===== src/design/bbs_pkg.sv =====
// Package with constants and types for the branch and bit-set execution block
//
// Overview of operation
// - Branch-if-nonzero jumps only when the zero flag is 0, else falls through.
// - Branch-if-nonzero opcode upper byte 1110 0001, low byte signed offset -128..127.
// - Taken relative branch loads PC with current PC plus 2 plus twice offset.
// - Conditional branch: one word, one cycle untaken, two taken with idle second cycle.
// - Untaken branch decodes, reads offset, processes; fourth phase writes no PC.
// - Always-branch opcode is 1101 then 0, eleven-bit signed offset -1024..1023.
// - Always-branch takes two cycles, PC written in Q4, second cycle idle.
// - Branch-if-no-overflow jumps when overflow clear, else next sequential address.
// - Set-file-bit forces chosen bit 0..7 of the file register, others unchanged.
// - Set-file-bit opcode 1000, then 3-bit index, access flag, 8-bit address.
// - Access flag 0 resolves the address inside the fixed access bank.
// - Access flag 1 takes the bank from the bank selection register.
// - Flag 0 with extended set on and address up to 95 uses indexed offset.
// - None of these instructions changes any arithmetic status flag.
package bbs_pkg;

    // ========================================
    // Widths
    localparam int PC_W = 21;
    localparam int FA_W = 12;
    localparam int RD_W = 16;
    localparam int RA_W = 4;

    // ========================================
    // Opcode patterns
    localparam logic [7:0] OPC_NONZERO_HI = 8'hE1;   // 1110 0001
    localparam logic [7:0] OPC_NOOVF_HI = 8'hE5;     // 1110 0101
    localparam logic [4:0] OPC_ALWAYS = 5'h1A;       // 1101 0
    localparam logic [3:0] OPC_SETBIT = 4'h8;        // 1000

    // ========================================
    // Addressing constants
    localparam logic [7:0] IDX_LIMIT = 8'h5F;    // Highest indexed-offset address
    localparam logic [3:0] ACC_HI_BANK = 4'hF;   // Upper half of access bank
    localparam logic [3:0] ACC_LO_BANK = 4'h0;   // Lower half of access bank
    localparam logic [PC_W-1:0] PC_STEP = 21'h000002;

    // ========================================
    // Register map (word index on the plain register port)
    localparam logic [RA_W-1:0] REG_CTRL = 4'h0;
    localparam logic [RA_W-1:0] REG_BANKSEL = 4'h1;
    localparam logic [RA_W-1:0] REG_LASTPC = 4'h2;
    localparam logic [RA_W-1:0] REG_TAKEN = 4'h3;
    localparam int CTRL_EXT_BIT = 0;
    localparam logic [RD_W-1:0] CTRL_RST = 16'h0000;
    localparam logic [3:0] BANKSEL_RST = 4'h0;

    // ========================================
    // Types
    typedef enum logic [1:0] {
        BBS_Q1 = 2'b00,
        BBS_Q2 = 2'b01,
        BBS_Q3 = 2'b11,
        BBS_Q4 = 2'b10
    } bbs_phase_t;

    typedef enum logic [2:0] {
        BBS_OP_NONE = 3'h0,
        BBS_OP_NONZERO = 3'h1,
        BBS_OP_NOOVF = 3'h2,
        BBS_OP_ALWAYS = 3'h3,
        BBS_OP_SETBIT = 3'h4
    } bbs_op_t;

endpackage : bbs_pkg


===== src/design/bbs_dec_if.sv =====
// Interface carrying the instruction word to the decoder and its fields back
`timescale 1ns/100ps
interface bbs_dec_if;
    import bbs_pkg::*;
    logic [15:0] word;
    bbs_op_t op;
    logic [PC_W-1:0] offset2;
    logic [2:0] bit_idx;
    logic access;
    logic [7:0] faddr;

    modport dec (input word, output op, offset2, bit_idx, access, faddr);
    modport use_side (output word, input op, offset2, bit_idx, access, faddr);
endinterface : bbs_dec_if


===== src/design/bbs_decode.sv =====
// Combinational decoder for the branch and bit-set instruction group
`timescale 1ns/100ps
module bbs_decode
    import bbs_pkg::*;
(
    bbs_dec_if.dec dif
);

    // ========================================
    // Opcode match and field extraction
    always_comb begin
        dif.op = BBS_OP_NONE;
        dif.offset2 = '0;
        dif.bit_idx = dif.word[11:9];
        dif.access = dif.word[8];
        dif.faddr = dif.word[7:0];
        if (dif.word[15:8] == OPC_NONZERO_HI) begin
            dif.op = BBS_OP_NONZERO;
            // Signed byte doubled: sign copies fill the upper bits
            dif.offset2 = {{(PC_W-9){dif.word[7]}}, dif.word[7:0], 1'b0};
        end else if (dif.word[15:8] == OPC_NOOVF_HI) begin
            dif.op = BBS_OP_NOOVF;
            dif.offset2 = {{(PC_W-9){dif.word[7]}}, dif.word[7:0], 1'b0};
        end else if (dif.word[15:11] == OPC_ALWAYS) begin
            dif.op = BBS_OP_ALWAYS;
            dif.offset2 = {{(PC_W-12){dif.word[10]}}, dif.word[10:0], 1'b0};
        end else if (dif.word[15:12] == OPC_SETBIT) begin
            dif.op = BBS_OP_SETBIT;
        end
    end

endmodule : bbs_decode


===== src/design/bbs_exec.sv =====
// Execution unit for relative branches and the set-file-bit instruction
//
// Decided for this implementation: the placing of the registers and the address-and-strobe port.
`timescale 1ns/100ps
module bbs_exec
    import bbs_pkg::*;
(
    input wire logic i_core_clk,
    input wire logic i_arst_n,
    // Instruction issue, sampled in Q1
    input wire logic i_instr_valid,
    input wire logic [15:0] i_instr,
    input wire logic [PC_W-1:0] i_pc,
    input wire logic i_zero,
    input wire logic i_ovf,
    // Data memory port
    input wire logic [7:0] i_file_rdata,
    input wire logic [FA_W-1:0] i_fsr2,
    output logic o_file_rd,
    output logic o_file_wr,
    output logic [FA_W-1:0] o_file_addr,
    output logic [7:0] o_file_wdata,
    // Program counter port
    output logic o_pc_wr,
    output logic [PC_W-1:0] o_pc,
    // Sequencing
    output logic [1:0] o_phase,
    output logic o_nop,
    // Register port
    input wire logic [RA_W-1:0] i_reg_addr,
    input wire logic [RD_W-1:0] i_reg_wdata,
    input wire logic i_reg_wr,
    input wire logic i_reg_rd,
    output logic [RD_W-1:0] o_reg_rdata
);

    // ========================================
    // Declarations
    bbs_dec_if dif ();
    // Sequencing state
    bbs_phase_t phase_ff;
    bbs_phase_t nxt_phase;
    logic nop_ff;
    logic busy_ff;
    // Captured instruction
    bbs_op_t op_ff;
    logic [PC_W-1:0] pc_ff;
    logic [PC_W-1:0] off2_ff;
    logic [2:0] bit_ff;
    logic zero_ff;
    logic ovf_ff;
    logic taken_ff;
    // Addressing
    logic [FA_W-1:0] addr_ff;
    logic [FA_W-1:0] nxt_addr;
    // Software-visible state
    logic ext_en_ff;
    logic [3:0] banksel_ff;
    logic [PC_W-1:0] last_pc_ff;
    logic [RD_W-1:0] taken_cnt_ff;
    // Combinational helpers
    logic take_now;
    logic set_issue;
    logic exec_q3;
    logic set_write;
    logic branch_taken;
    logic [7:0] set_mask;
    logic [PC_W-1:0] target;

    // ========================================
    // Timeline of one instruction, one clock per quarter:
    //   Q1 edge: word, PC and flags captured; set-file-bit starts its read
    //   Q2: file read strobe and resolved address stand on the data port
    //   Q3 edge: branch decided, target formed, read data merged
    //   Q4: PC write or file write strobe stands for one clock
    // A taken branch then idles a whole instruction cycle, so the core
    // can refill its fetch path; valid is ignored throughout that cycle.
    // An untaken branch leaves Q4 quiet, which keeps the fall-through
    // address owned by the core's own incrementer.

    // ========================================
    // Limitations worth knowing:
    //   Flags are frozen at the Q1 edge; a flag written by the previous
    //   instruction in its Q4 is already settled by then.
    //   The data port has one read and one write per cycle, so the
    //   set-file-bit merge cannot overlap the next instruction's read.
    //   No status flag is driven from here; the core keeps them as they
    //   were across every instruction of this group.
    //   Unknown opcodes still occupy one instruction cycle and do nothing.

    // ========================================
    // Issue and step strobes shared by several processes below
    assign take_now = (phase_ff == BBS_Q1) && i_instr_valid && !nop_ff;
    assign set_issue = take_now && (dif.op == BBS_OP_SETBIT);
    assign exec_q3 = busy_ff && (phase_ff == BBS_Q3);
    assign set_write = exec_q3 && (op_ff == BBS_OP_SETBIT);
    assign dif.word = i_instr;

    // ========================================
    // Decoder
    // Pure decode; all fields come from the live word on the issue edge
    bbs_decode u_decode (
        .dif(dif)
    );

    // ========================================
    // Quarter-phase sequencer, Gray order Q1-Q2-Q3-Q4
    always_comb begin
        case (phase_ff)
            BBS_Q1: nxt_phase = BBS_Q2;
            BBS_Q2: nxt_phase = BBS_Q3;
            BBS_Q3: nxt_phase = BBS_Q4;
            BBS_Q4: nxt_phase = BBS_Q1;
            default: nxt_phase = BBS_Q1;
        endcase
    end

    // Phase register; reset parks the sequencer at Q1
    always_ff @(posedge i_core_clk or negedge i_arst_n) begin
        if (!i_arst_n) begin
            phase_ff <= BBS_Q1;
        end else begin
            phase_ff <= nxt_phase;
        end
    end

    // Port copy of the phase; same next value, so both flops agree
    always_ff @(posedge i_core_clk or negedge i_arst_n) begin
        if (!i_arst_n) begin
            o_phase <= 2'h0;
        end else begin
            o_phase <= nxt_phase;
        end
    end

    // ========================================
    // Instruction capture; flags frozen at cycle start so a late flag
    // update by the core cannot flip the decision mid-cycle
    always_ff @(posedge i_core_clk or negedge i_arst_n) begin
        if (!i_arst_n) begin
            busy_ff <= 1'b0;
            op_ff <= BBS_OP_NONE;
            pc_ff <= '0;
            off2_ff <= '0;
            bit_ff <= 3'h0;
            zero_ff <= 1'b0;
            ovf_ff <= 1'b0;
        end else if (take_now) begin
            busy_ff <= 1'b1;
            op_ff <= dif.op;
            pc_ff <= i_pc;
            off2_ff <= dif.offset2;
            bit_ff <= dif.bit_idx;
            zero_ff <= i_zero;
            ovf_ff <= i_ovf;
        end else if (phase_ff == BBS_Q4) begin
            busy_ff <= 1'b0;
        end
    end

    // ========================================
    // File address resolution
    // Priority: banked access first, then the indexed window, then the
    // fixed access bank split at the indexed limit. The index add wraps
    // in the twelve-bit space; the core must keep the base in range.
    always_comb begin
        if (dif.access) begin
            nxt_addr = {banksel_ff, dif.faddr};
        end else if (ext_en_ff && (dif.faddr <= IDX_LIMIT)) begin
            nxt_addr = i_fsr2 + {4'h0, dif.faddr};
        end else if (dif.faddr <= IDX_LIMIT) begin
            nxt_addr = {ACC_LO_BANK, dif.faddr};
        end else begin
            nxt_addr = {ACC_HI_BANK, dif.faddr};
        end
    end

    // Address kept for Q3 and Q4 once the word on the input has moved on
    always_ff @(posedge i_core_clk or negedge i_arst_n) begin
        if (!i_arst_n) begin
            addr_ff <= '0;
        end else if (set_issue) begin
            addr_ff <= nxt_addr;
        end
    end

    // ========================================
    // Branch decision and target
    always_comb begin
        case (op_ff)
            BBS_OP_NONZERO: branch_taken = !zero_ff;
            BBS_OP_NOOVF: branch_taken = !ovf_ff;
            BBS_OP_ALWAYS: branch_taken = 1'b1;
            default: branch_taken = 1'b0;
        endcase
    end

    // Target wraps in the program counter width, as the core's counter does
    assign target = pc_ff + PC_STEP + off2_ff;
    assign set_mask = 8'h01 << bit_ff;

    // ========================================
    // PC write during Q4; untaken branches leave Q4 idle
    // The target port holds the last target so a slow reader sees it steady
    always_ff @(posedge i_core_clk or negedge i_arst_n) begin
        if (!i_arst_n) begin
            o_pc_wr <= 1'b0;
            o_pc <= '0;
            taken_ff <= 1'b0;
        end else if (exec_q3) begin
            o_pc_wr <= branch_taken;
            o_pc <= branch_taken ? target : o_pc;
            taken_ff <= branch_taken;
        end else begin
            o_pc_wr <= 1'b0;
            taken_ff <= (phase_ff == BBS_Q4) ? 1'b0 : taken_ff;
        end
    end

    // ========================================
    // Idle second cycle after any taken branch; no fetch accepted then
    always_ff @(posedge i_core_clk or negedge i_arst_n) begin
        if (!i_arst_n) begin
            nop_ff <= 1'b0;
        end else if (phase_ff == BBS_Q4) begin
            nop_ff <= taken_ff && !nop_ff;
        end
    end

    // Port copy of the idle flag; kept apart so the output is a flop
    always_ff @(posedge i_core_clk or negedge i_arst_n) begin
        if (!i_arst_n) begin
            o_nop <= 1'b0;
        end else if (phase_ff == BBS_Q4) begin
            o_nop <= taken_ff && !nop_ff;
        end
    end

    // ========================================
    // File read in Q2, merge in Q3, write in Q4; only the chosen bit
    // changes and no status flag is ever driven from here
    always_ff @(posedge i_core_clk or negedge i_arst_n) begin
        if (!i_arst_n) begin
            o_file_rd <= 1'b0;
            o_file_wr <= 1'b0;
            o_file_addr <= '0;
            o_file_wdata <= 8'h00;
        end else begin
            o_file_rd <= set_issue;
            o_file_addr <= set_issue ? nxt_addr : addr_ff;
            o_file_wr <= set_write;
            if (set_write) begin
                o_file_wdata <= i_file_rdata | set_mask;
            end
        end
    end

    // ========================================
    // Software-written control: extended set enable and bank selection
    always_ff @(posedge i_core_clk or negedge i_arst_n) begin
        if (!i_arst_n) begin
            ext_en_ff <= CTRL_RST[CTRL_EXT_BIT];
        end else if (i_reg_wr && (i_reg_addr == REG_CTRL)) begin
            ext_en_ff <= i_reg_wdata[CTRL_EXT_BIT];
        end
    end

    // Bank selection; a change applies from the next set-file-bit issue
    always_ff @(posedge i_core_clk or negedge i_arst_n) begin
        if (!i_arst_n) begin
            banksel_ff <= BANKSEL_RST;
        end else if (i_reg_wr && (i_reg_addr == REG_BANKSEL)) begin
            banksel_ff <= i_reg_wdata[3:0];
        end
    end

    // ========================================
    // Status visible to software: last branch target and taken count
    always_ff @(posedge i_core_clk or negedge i_arst_n) begin
        if (!i_arst_n) begin
            last_pc_ff <= '0;
            taken_cnt_ff <= '0;
        end else if (exec_q3 && branch_taken) begin
            last_pc_ff <= target;
            taken_cnt_ff <= taken_cnt_ff + 16'h0001;            // Wraps silently
        end
    end

    // ========================================
    // Read data one cycle after the strobe, zero elsewhere
    // Only the low sixteen bits of the last target fit the read port
    always_ff @(posedge i_core_clk or negedge i_arst_n) begin
        if (!i_arst_n) begin
            o_reg_rdata <= '0;
        end else if (i_reg_rd) begin
            case (i_reg_addr)
                REG_CTRL: o_reg_rdata <= {15'h0000, ext_en_ff};
                REG_BANKSEL: o_reg_rdata <= {12'h000, banksel_ff};
                REG_LASTPC: o_reg_rdata <= last_pc_ff[15:0];
                REG_TAKEN: o_reg_rdata <= taken_cnt_ff;
                default: o_reg_rdata <= '0;
            endcase
        end else begin
            o_reg_rdata <= '0;
        end
    end

endmodule : bbs_exec


===== config.mk =====
export PLATFORM = sky130hd
export DESIGN_NAME = bbs_exec
export DESIGN_NICKNAME = d
export VERILOG_FILES = /design/src/design/bbs_pkg.sv /design/src/design/bbs_dec_if.sv /design/src/design/bbs_decode.sv /design/src/design/bbs_exec.sv
export SDC_FILE = /design/constraint.sdc
export NUM_CORES = 1
export LEC_CHECK = 0
export ABC_AREA = 1
export BUFFER_PORTS_ARGS = -buffer_cell sky130_fd_sc_hd__buf_4
export CAP_MARGIN = 20
export CORE_MARGIN = 2
export CORE_UTILIZATION = 35
export DETAILED_ROUTE_END_ITERATION = 7
export GPL_TIMING_DRIVEN = 0
export REMOVE_ABC_BUFFERS = 1
export SYNTH_ARGS = -nofsm -noshare
export SYNTH_HDL_FRONTEND = slang
export SYNTH_HIERARCHICAL = 1
export SYNTH_SLANG_ARGS = --single-unit

===== constraint.sdc =====
create_clock -name i_core_clk -period 3.3 [get_ports i_core_clk]
set_input_delay 0.165 -clock i_core_clk [delete_from_list [all_inputs] [get_ports i_core_clk]]
set_output_delay 0.165 -clock i_core_clk [all_outputs]
set_load 0.02 [all_outputs]

# After elaboration in Yosys (flattened, before gate mapping)
# Cells that the tools add are included.
# word_totals
register_bits	152
input_bits	84
output_inout_bits	63
# op_classes
order_cmp	1
add_sub_neg	4
bitwise_logic	1
n_mux	19
eq_ne	15
shifts	1
reduce_logical	18
# op_table
operator	count
16-bit case mux with 4 select lines	1
21-bit 2-to-1 mux	3
12-bit 2-to-1 mux	4
21-bit by 2-bit adder with 21-bit output, second input constant	1
21-bit adder	1
16-bit by 1-bit adder with 16-bit output, second input constant	1
8-bit == test, second input constant	2
16-bit 2-to-1 mux	1
12-bit by 8-bit adder with 12-bit output	1
3-bit 2-to-1 mux	4
1-bit logical AND	10
4-bit by 2-bit == test with 1-bit output, second input constant	2
8-bit by 7-bit less-or-equal comparator with 1-bit output, second input constant	1
8-bit OR	1
2-bit case mux with 4 select lines	1
1-bit by 3-bit << shifter with 8-bit output, first input constant	1
3-bit by 2-bit == test with 1-bit output, second input constant	2
3-bit == test, second input constant	2
5-bit == test, second input constant	1
2-bit == test, second input constant	2
4-bit by 1-bit == test with 1-bit output, second input constant	1
4-bit == test, second input constant	1
4-bit logical NOT	1
1-bit 2-to-1 mux	4
other kinds (7)	10

# Longest topological paths before layout
# Gate-level depths: netlist (run 1).
# depth
ltp_word	8
mapped_depth	15

# Cells and area by module
# Netlist (run 1), hierarchy kept.
# by_module_without_submodules
mod	seq_area_each_um2	cells_each	area_per_inst_um2	instances
bbs_exec	3403.3	1015	7751.2	1
bbs_decode	0.0	85	619.3	1

# Least setup slack after synthesis (run 1)
# OpenSTA, ideal clock, no wires.
# synth_timing
kind	register to register
from	register pc_ff[1]
to	register o_pc[13]
setup_time_ns	0.117
path_buffers	0
arrival_time_ns	1.916
path_slack_ns	1.267
path_stages_with_launch	15
period_less_slack_ns	2.033
path_cell_list	dfrtp_1 -> inv_1 -> ha_1 -> inv_1 -> ha_1 -> inv_1 -> fa_1 -> o21bai_1 -> nand2_1 -> nand2_1 -> nand2_1 -> nand2_1 -> nand2_1 -> nand3_1 -> nand2_1
# synth_between
elab_chain_len	2
# synth_rtl
item	line_no	source
from (decl)	bbs_exec.sv:47	logic [PC_W-1:0] pc_ff;
from (signal assigned)	bbs_exec.sv:151	pc_ff <= i_pc;
21-bit by 2-bit adder with 21-bit output	bbs_exec.sv:199	assign target = pc_ff + PC_STEP + off2_ff;
21-bit adder	bbs_exec.sv:199	
to (signal assigned)	bbs_exec.sv:212	o_pc <= branch_taken ? target : o_pc;
to (decl)	bbs_exec.sv:25	output logic [PC_W-1:0] o_pc,
# No other way between the ends.
# A chain may end at the register's enable or synchronous reset.

==> out/summary.log, run 1 <==
qor: sta.fmax 0.382 GHz
qor: critical_path.worstRegToRegCells 9
qor: critical_path.cp-start-kind flop
qor: drt.detail_route_antenna_nets 0
qor: global_routing.number_of_global_route_vias_before_repair 6621
qor: clock_network.cts_htree_levels 4
qor: drt.detailroute.via_count 7275
qor: synthesis.synth_area 8370 sq um
qor: sta.worst_pin_slew 0.831 ns
qor: power_and_ir_drop.p_sw 1.58 mW
qor: drt.detail_route.wirelength 20300 um
qor: power_and_ir_drop.switching_share 30.9%
qor: critical_path.timing.critical_path.from o_phase[0]
qor: synthesis.avgSynthCellArea 7.61 sq um
qor: placement.hpwlAfterDp 15400 um
qor: floorplanning.core-area 23500 sq um
qor: floorplanning.fp.dieH 159 um
qor: critical_path.cp.arrival 2.93 ns
qor: finish.most-common-layout-cells 359 x sky130_fd_sc_hd__nand2_1, 136 x sky130_fd_sc_hd__dfrtp_1, 135 x sky130_fd_sc_hd__inv_1
qor: finish.nNetsFinal 1375
qor: power_and_ir_drop.power-per-cell-area 491 nW/um^2
qor: finish.area_growth 24.6%
qor: critical_path.reg2reg_setup_slack 0.68 ns
qor: critical_path.critical_path.max_fanout 43
qor: finish.layout_cells_sized_above_1 16.8%
qor: sta.hold_viol_final 0
qor: clock_network.cts-hold-fix-buffers 36
qor: power_and_ir_drop.cellLeakagePower 5.49 nW
qor: floorplanning.top_level_ports 147
qor: synthesis.synth-seq-cells 136
qor: placement.port_buffers 134
qor: floorplanning.die_w 159 um
qor: clock_network.cts-buffers-inserted 17
qor: global_routing.grt_remaining_overflow 0
qor: clock_network.cts-resized-gates 0
qor: sta.rsz0062_at_grt no
qor: synthesis.netlist-cell-type-count 39
qor: global_routing.grt_first_pass_wirelength 33200 um
qor: drt.drt_drc_violations_left 0
qor: power_and_ir_drop.vdd_ir_drop_max 246 uV
qor: sta.final_period_minus_worst_setup_slack 2.62 ns
qor: sta.setup_violations 0
qor: synthesis.yosysSeqAreaShare 40.7%
qor: critical_path.worst_setup_path_endpoint o_file_addr[2]
qor: critical_path.r2r-end o_file_addr[2]
qor: power_and_ir_drop.pwr-share-clk 36.1%
qor: clock_network.clock_path_buffers 2
qor: sta.drv_slew 0
qor: power_and_ir_drop.share_comb_of_total_power 23.2%
qor: critical_path.cp_data_required_time 3.61 ns
qor: floorplanning.initial_core_util 35.7%
qor: clock_network.clockRootBuffer sky130_fd_sc_hd__clkbuf_16
qor: critical_path.worstSetupPathType reg -> reg
qor: sta.layout_worst_path_cycle_share 79.3%
qor: global_routing.grt_antenna_before_repair 0
qor: global_routing.grt_usage 16.7%
qor: power_and_ir_drop.intPower 3.54 mW
qor: clock_network.clk_transition_reported_paths 0.06 ns
qor: critical_path.end_kind flop
qor: clock_network.post_cts.repair.setup_buffers 0
qor: drt.drt_pass1_iterations 5
qor: sta.tns 0 ns
qor: drt.wl_per_cell 12.9 um
qor: synthesis.synthFlopType sky130_fd_sc_hd__dfrtp_1
qor: job.maxCapViolations 0
qor: clock_network.worst_skew_pair.late_latency 0.42 ns
qor: floorplanning.core.rowCount 56
qor: sta.clock-skew-final 0.0130 ns
qor: placement.routabilityCongestion 0.855
qor: finish.num-fill-cells 2405
qor: finish.antenna_cells 0
qor: synthesis.synth_enable_flop_cells 0
qor: floorplanning.dieArea 25200 sq um
qor: synthesis.synthArstFlopShare 100%
qor: finish.leading_cell_type_in_the_layout_fill_and_taps_excluded sky130_fd_sc_hd__nand2_1
qor: synthesis.yosys_warnings 6
qor: synthesis.synthesis.instances 1100
qor: drt.route.detailed.vias_per_inst 4.63
qor: drt.drt_first_iter_violations 417
qor: outcome.run_status completed
qor: clock_network.numClockSinks 136
qor: sta.fin_hold_ws 0.0161 ns
qor: worst_hold_path.min-delay-path-class in -> reg
qor: clock_network.cts_tree built
qor: sta.timing.max_slew.rel_slack 44.5%
qor: critical_path.r2r-start o_phase[0]
qor: power_and_ir_drop.power.sequential.fraction 40.8%
qor: global_routing.grt_start_max_net_pins 93
-- critical path: stages (launching register included) --
cell                      delay [ns]
sky130_fd_sc_hd__dfrtp_1        0.43
sky130_fd_sc_hd__nor2_1         0.14
sky130_fd_sc_hd__nand3_2        0.18
sky130_fd_sc_hd__buf_12         0.24
sky130_fd_sc_hd__nor2_1         0.16
sky130_fd_sc_hd__nand3_1        0.43
sky130_fd_sc_hd__inv_1          0.55
sky130_fd_sc_hd__o21ai_0        0.17
sky130_fd_sc_hd__a21oi_1        0.15
sky130_fd_sc_hd__nor2_1         0.05
-- cells in the mapped netlist, drive strengths merged, types with 6 or more instances --
cell type  number  area share, %
nand2         362             16
inv           142            6.4
dfrtp         136             41
nand3          97            7.1
nor2           90            5.0
o21ai          50            3.0
ha             48            7.2
a21oi          40            2.4
buf            39            3.5
xor2           20            2.1
nand4          17            1.3
clkbuf         11           0.49
o22ai          11           0.82
nor3            6           0.63
-- layer usage --
layer | GRT usage [%] | share of wire [%]
met5 | 0 | 0
met4 | 3.73 | 0.82
met3 | 2.69 | 3.2
met2 | 27.8 | 47
met1 | 23.0 | 49
-- worst min-delay path by stage --
stage / start / endpoint / slack [ns] / cells after the start
after floorplan: i_arst_n / banksel_ff[0] / -0.13 / 0
after global placement: i_pc[17] / pc_ff[17] / 0.36 / 3
after detailed placement: i_arst_n / o_file_addr[7] / 0.12 / 1
after CTS: i_file_rdata[3] / o_file_wdata[3] / 0.007 / 3
after global routing: i_file_rdata[0] / o_file_wdata[0] / 0.02 / 3
final: i_file_rdata[3] / o_file_wdata[3] / 0.02 / 3
-- per-stage QoR --
stage                     util [%]  cells  power [mW]  setup slack, ns  area, sq um
final                         44.4   1572        5.12            0.682        10400
after global routing          44.4   1572        5.41            0.411        10400
after CTS                     44.4   1572        5.18            0.655        10400
after detailed placement      40.5   1505        3.27            0.661         9500
after global placement        40.2   1503        3.25           -0.702         9450
after floorplan                  -   1050        2.73            0.506         8040
-- kinds of logic (layout without fill, tap and decap cells) --
family / count (synthesis) / count (layout) / synth area share (%)
adder cells (fa/ha/maj): 50 / 50 / 7.65
buffers and inverters: 192 / 345 / 10.3
multiplexers: 3 / 3 / 0.404
XOR/XNOR: 25 / 25 / 2.62
flip-flops: 136 / 136 / 40.7
AND/OR/NAND/NOR: 581 / 581 / 31.1
AO/OA/AOI/OAI: 112 / 112 / 7.25
other: 1 / 1 / 0.0448
-- power by group through the flow --
stage | clock network [mW] | registers (mW) | logic, mW
after CTS | 1.89 | 2.08 | 1.21
after detailed placement | 0 | 2.11 | 1.16
final | 1.85 | 2.09 | 1.19
after global placement | 0 | 2.11 | 1.14
after floorplan | 0 | 2.22 | 0.506
after global routing | 1.96 | 2.12 | 1.33
-- registers in the layout, summed over array words and instances, names as in the netlist, 2 cells and up --
| register | flops |
|---|---|
| banksel_ff | 4 |
| bit_ff | 3 |
| o_file_addr | 12 |
| o_file_wdata | 8 |
| o_pc | 21 |
| o_phase | 2 |
| o_reg_rdata | 16 |
| off2_ff | 21 |
| op_ff | 3 |
| pc_ff | 21 |
| taken_cnt_ff | 16 |
-- layout make-up --
cell class | instances | area [sq um] | share of cell area, %
clock inverters | 8 | 97.6 | 0.936
inverters | 142 | 533 | 5.11
well taps | 319 | 399 | 3.83
clock buffers | 23 | 468 | 4.49
repair buffers | 172 | 1420 | 13.6
flip-flops and latches | 136 | 3400 | 32.6
multi-input cells | 772 | 4110 | 39.4
No activity file was read; power rests on OpenSTA's default activity.
==> run 2, diff against run 1 <==
==> constraint.sdc (replaced) <==
create_clock -name i_core_clk -period 2.1 [get_ports i_core_clk]
set_input_delay 0.105 -clock i_core_clk [delete_from_list [all_inputs] [get_ports i_core_clk]]
set_output_delay 0.105 -clock i_core_clk [all_outputs]
set_load 0.02 [all_outputs]
==> run 2 against run 1 <==
Compared with the run above:
- register-to-register slack worse by 0.67 ns
- hold slack lost 0.0019 ns
- routed wire length increased by 3.1%
- clock skew is essentially flat
- die area unchanged
- non-clock buffer count is 17 higher
- flip-flop and latch count did not move
- final area is 4.2% higher
- count of clock-buffer cells in the layout unchanged
- sequential power is 57% higher
- worst setup slack lost 0.67 ns
- sequential share of layout area shrank 1.3 points
==> out/summary.log, run 2 (same netlist as run 1, synthesis figures left out) <==
qor: placement.routabilityCongestion 0.855 [unchanged]
qor: finish.final_area 10900 sq um [+4.2%]
qor: sta.fmax 0.479 GHz [+25%]
qor: critical_path.r2r-end o_pc[9]
qor: critical_path.cp_slowest_cell sky130_fd_sc_hd__fa_2
qor: clock_network.cts_tree built
qor: worst_hold_path.min-delay-path-class in -> reg
qor: floorplanning.dieArea 25200 sq um [unchanged]
qor: critical_path.worstRegToRegCells 12 [+3]
qor: sta.worst_pin_slew 0.710 ns [-0.121 ns]
qor: worst_hold_path.holdPathStages 4 [+1]
qor: global_routing.grt_first_pass_wirelength 33400 um [+0.52%]
qor: critical_path.end_kind flop
qor: sta.final_period_minus_worst_setup_slack 2.09 ns [-0.532 ns]
qor: floorplanning.die_w 159 um [unchanged]
qor: worst_hold_path.worstHoldEndpoint o_file_addr[10]
qor: drt.detail_route_antenna_nets 0 [unchanged]
qor: global_routing.grt_remaining_overflow 0 [unchanged]
qor: critical_path.r2r-start pc_ff[1]
qor: critical_path.cp-start-kind flop
qor: finish.antenna_cells 0 [unchanged]
qor: placement.post-place-cells 1505 [unchanged]
qor: power_and_ir_drop.p_sw 2.54 mW [+61%]
qor: sta.hold_viol_final 0 [unchanged]
qor: power_and_ir_drop.cellLeakagePower 5.54 nW [+1.1%]
qor: clock_network.clock_path_buffers 2 [unchanged]
qor: finish.most-common-layout-cells 352 x sky130_fd_sc_hd__nand2_1, 141 x sky130_fd_sc_hd__buf_4, 136 x sky130_fd_sc_hd__dfrtp_1
qor: drt.drt_drc_violations_left 0 [unchanged]
qor: critical_path.reg2reg_setup_slack 0.01 ns [-0.67 ns]
qor: global_routing.grt_antenna_before_repair 0 [unchanged]
qor: worst_hold_path.hold_path_startpoint i_fsr2[10]
qor: finish.layout_cells_sized_above_1 20.7% [+3.9 points]
qor: power_and_ir_drop.intPower 5.65 mW [+60%]
qor: sta.postLayoutSetupSlackWorst 0.0135 ns [-0.668 ns]
qor: placement.port_buffers 134 [unchanged]
qor: sta.fin_hold_ws 0.0142 ns [-0.00189 ns]
qor: finish.leading_cell_type_in_the_layout_fill_and_taps_excluded sky130_fd_sc_hd__nand2_1
qor: drt.detailroute.via_count 7385 [+1.5%]
qor: placement.pre_cts_ws -0.539 ns [-1.20 ns]
qor: clock_network.clk_transition_reported_paths 0.07 ns [about the same]
qor: drt.wl_per_cell 13.2 um [+2.0%]
qor: placement.hpwlAfterDp 15400 um [unchanged]
qor: sta.clock-skew-final 0.0130 ns [-0.00000420 ns]
qor: drt.detail_route.wirelength 20900 um [+3.1%]
qor: power_and_ir_drop.pwr-share-clk 35.5% [-0.6 points]
qor: critical_path.cp_cell_sequence inv_2, ha_4, inv_4, ha_4, inv_2, fa_2, o21bai_1, nand2_1, nand2_2, buf_4, xnor2_1, o21ai_1
qor: floorplanning.core.rowCount 56 [unchanged]
qor: sta.drv_slew 0 [unchanged]
qor: finish.nNetsFinal 1392 [+1.2%]
qor: clock_network.clockRootBuffer sky130_fd_sc_hd__clkbuf_16
qor: drt.drt_first_iter_violations 391 [-6.2%]
qor: power_and_ir_drop.share_comb_of_total_power 24.5% [+1.3 points]
qor: critical_path.critical-path-max-stage-delay 0.39 ns [-0.16 ns]
qor: floorplanning.initial_core_util 35.7% [unchanged]
qor: drt.route.detailed.vias_per_inst 4.65 [+0.43%]
qor: sta.setup_violations 0 [unchanged]
qor: job.maxCapViolations 0 [unchanged]
qor: global_routing.number_of_global_route_vias_before_repair 6677 [+0.85%]
qor: critical_path.cp_data_required_time 2.38 ns [-1.23 ns]
qor: clock_network.cts_htree_levels 4 [unchanged]
qor: global_routing.grt_usage 16.8% [+0.072 points]
qor: finish.area_growth 29.8%
qor: power_and_ir_drop.vdd_ir_drop_max 390 uV [+58%]
qor: power_and_ir_drop.power.sequential.fraction 40.0% [-0.8 points]
qor: outcome.run_status completed
qor: floorplanning.top_level_ports 147 [unchanged]
qor: floorplanning.core-area 23500 sq um [unchanged]
qor: sta.timing.max_slew.rel_slack 52.5% [+8.0 points]
qor: drt.drt_pass1_iterations 5 [unchanged]
qor: clock_network.numClockSinks 136 [unchanged]
qor: sta.rsz0062_at_grt yes
qor: sta.layout_worst_path_cycle_share 99.4% [+20 points]
qor: clock_network.cts-buffers-inserted 17 [unchanged]
qor: placement.placed_cell_area 9500 sq um [unchanged]
qor: critical_path.worstSetupPathType reg -> reg
qor: critical_path.critical_path.max_fanout 3 [-93%]
qor: critical_path.cp.arrival 2.37 ns [-0.56 ns]
qor: power_and_ir_drop.power-per-cell-area 754 nW/um^2 [+54%]
qor: global_routing.grt_start_max_net_pins 93 [unchanged]
qor: finish.regs_by_ff_count o_pc: 21 flops, off2_ff: 21 flops, pc_ff: 21 flops
qor: finish.final-instance-count-excl-fill 1589 [+1.1%]
qor: power_and_ir_drop.switching_share 31.0% [+0.11 points]
qor: floorplanning.fp.dieH 159 um [unchanged]
qor: clock_network.worst_skew_pair.late_latency 0.43 ns [about the same]
-- run 2: final cells by class --
type,instances,area [sq um]
Inverter,142,542
Sequential cell,136,3400
Clock inverter,8,97.6
Fill cell,2343,12600
Tap cell,319,399
Timing Repair Buffer,189,1580
Clock buffer,23,468
Multi-Input combinational cell,772,4380
-- run 2: stage by stage --
step / power [mW] / util [%] / TNS, ns
2_1_floorplan: 4.28 / - / -25.79
3_3_place_gp: 5.11 / 40.2 / -92.09
3_5_place_dp: 5.14 / 40.5 / -5.09
4_1_cts: 8.16 / 45.1 / 0
5_1_grt: 8.64 / 46.3 / -1.01
6_report: 8.19 / 46.3 / 0
-- run 2: metal layers --
layer / wire length (um) / track usage [%] / part of all wire, %
met5: 0 / 0 / 0
met2: 9940 / 27.9 / 48
met1: 10100 / 23.1 / 48
met3: 635 / 2.69 / 3.0
met4: 193 / 3.73 / 0.92
-- run 2: how the worst max path moves through the flow --
stage               start              to  cells after the start
2_1_floorplan  o_phase[0]  o_file_addr[2]                      8
3_3_place_gp   o_phase[0]  o_file_addr[2]                      8
3_5_place_dp   o_phase[0]  o_file_addr[2]                      9
4_1_cts          pc_ff[3]        o_pc[10]                     11
5_1_grt          pc_ff[1]        o_pc[13]                     14
6_report         pc_ff[1]         o_pc[9]                     12
-- run 2: critical path: cells and delay by family, from the launching register on --
kind	cells	cell delay (ns)
AOI/OAI and AO/OA	2	0.26
xor gates and xnor gates	1	0.10
adders and majority gates	3	0.72
buffers and inverters	4	0.29
DFF	1	0.37
and+or+nand+nor	2	0.21
-- run 2: timing repair --
action,CTS,global route
endpoints found under the setup margin,20,70
hold endpoints to repair,90,0
pin swaps,1,8
resized for setup,8,50
setup buffers,5,4
hold buffers,44,0
-- run 2: power groups by stage --
stage | Clock [mW] | Combinational (mW) | Sequential, mW
after floorplan | 0 | 0.795 | 3.49
after global placement | 0 | 1.80 | 3.32
after detailed placement | 0 | 1.83 | 3.32
after CTS | 2.97 | 1.92 | 3.27
after global routing | 3.08 | 2.23 | 3.32
final | 2.90 | 2.01 | 3.28
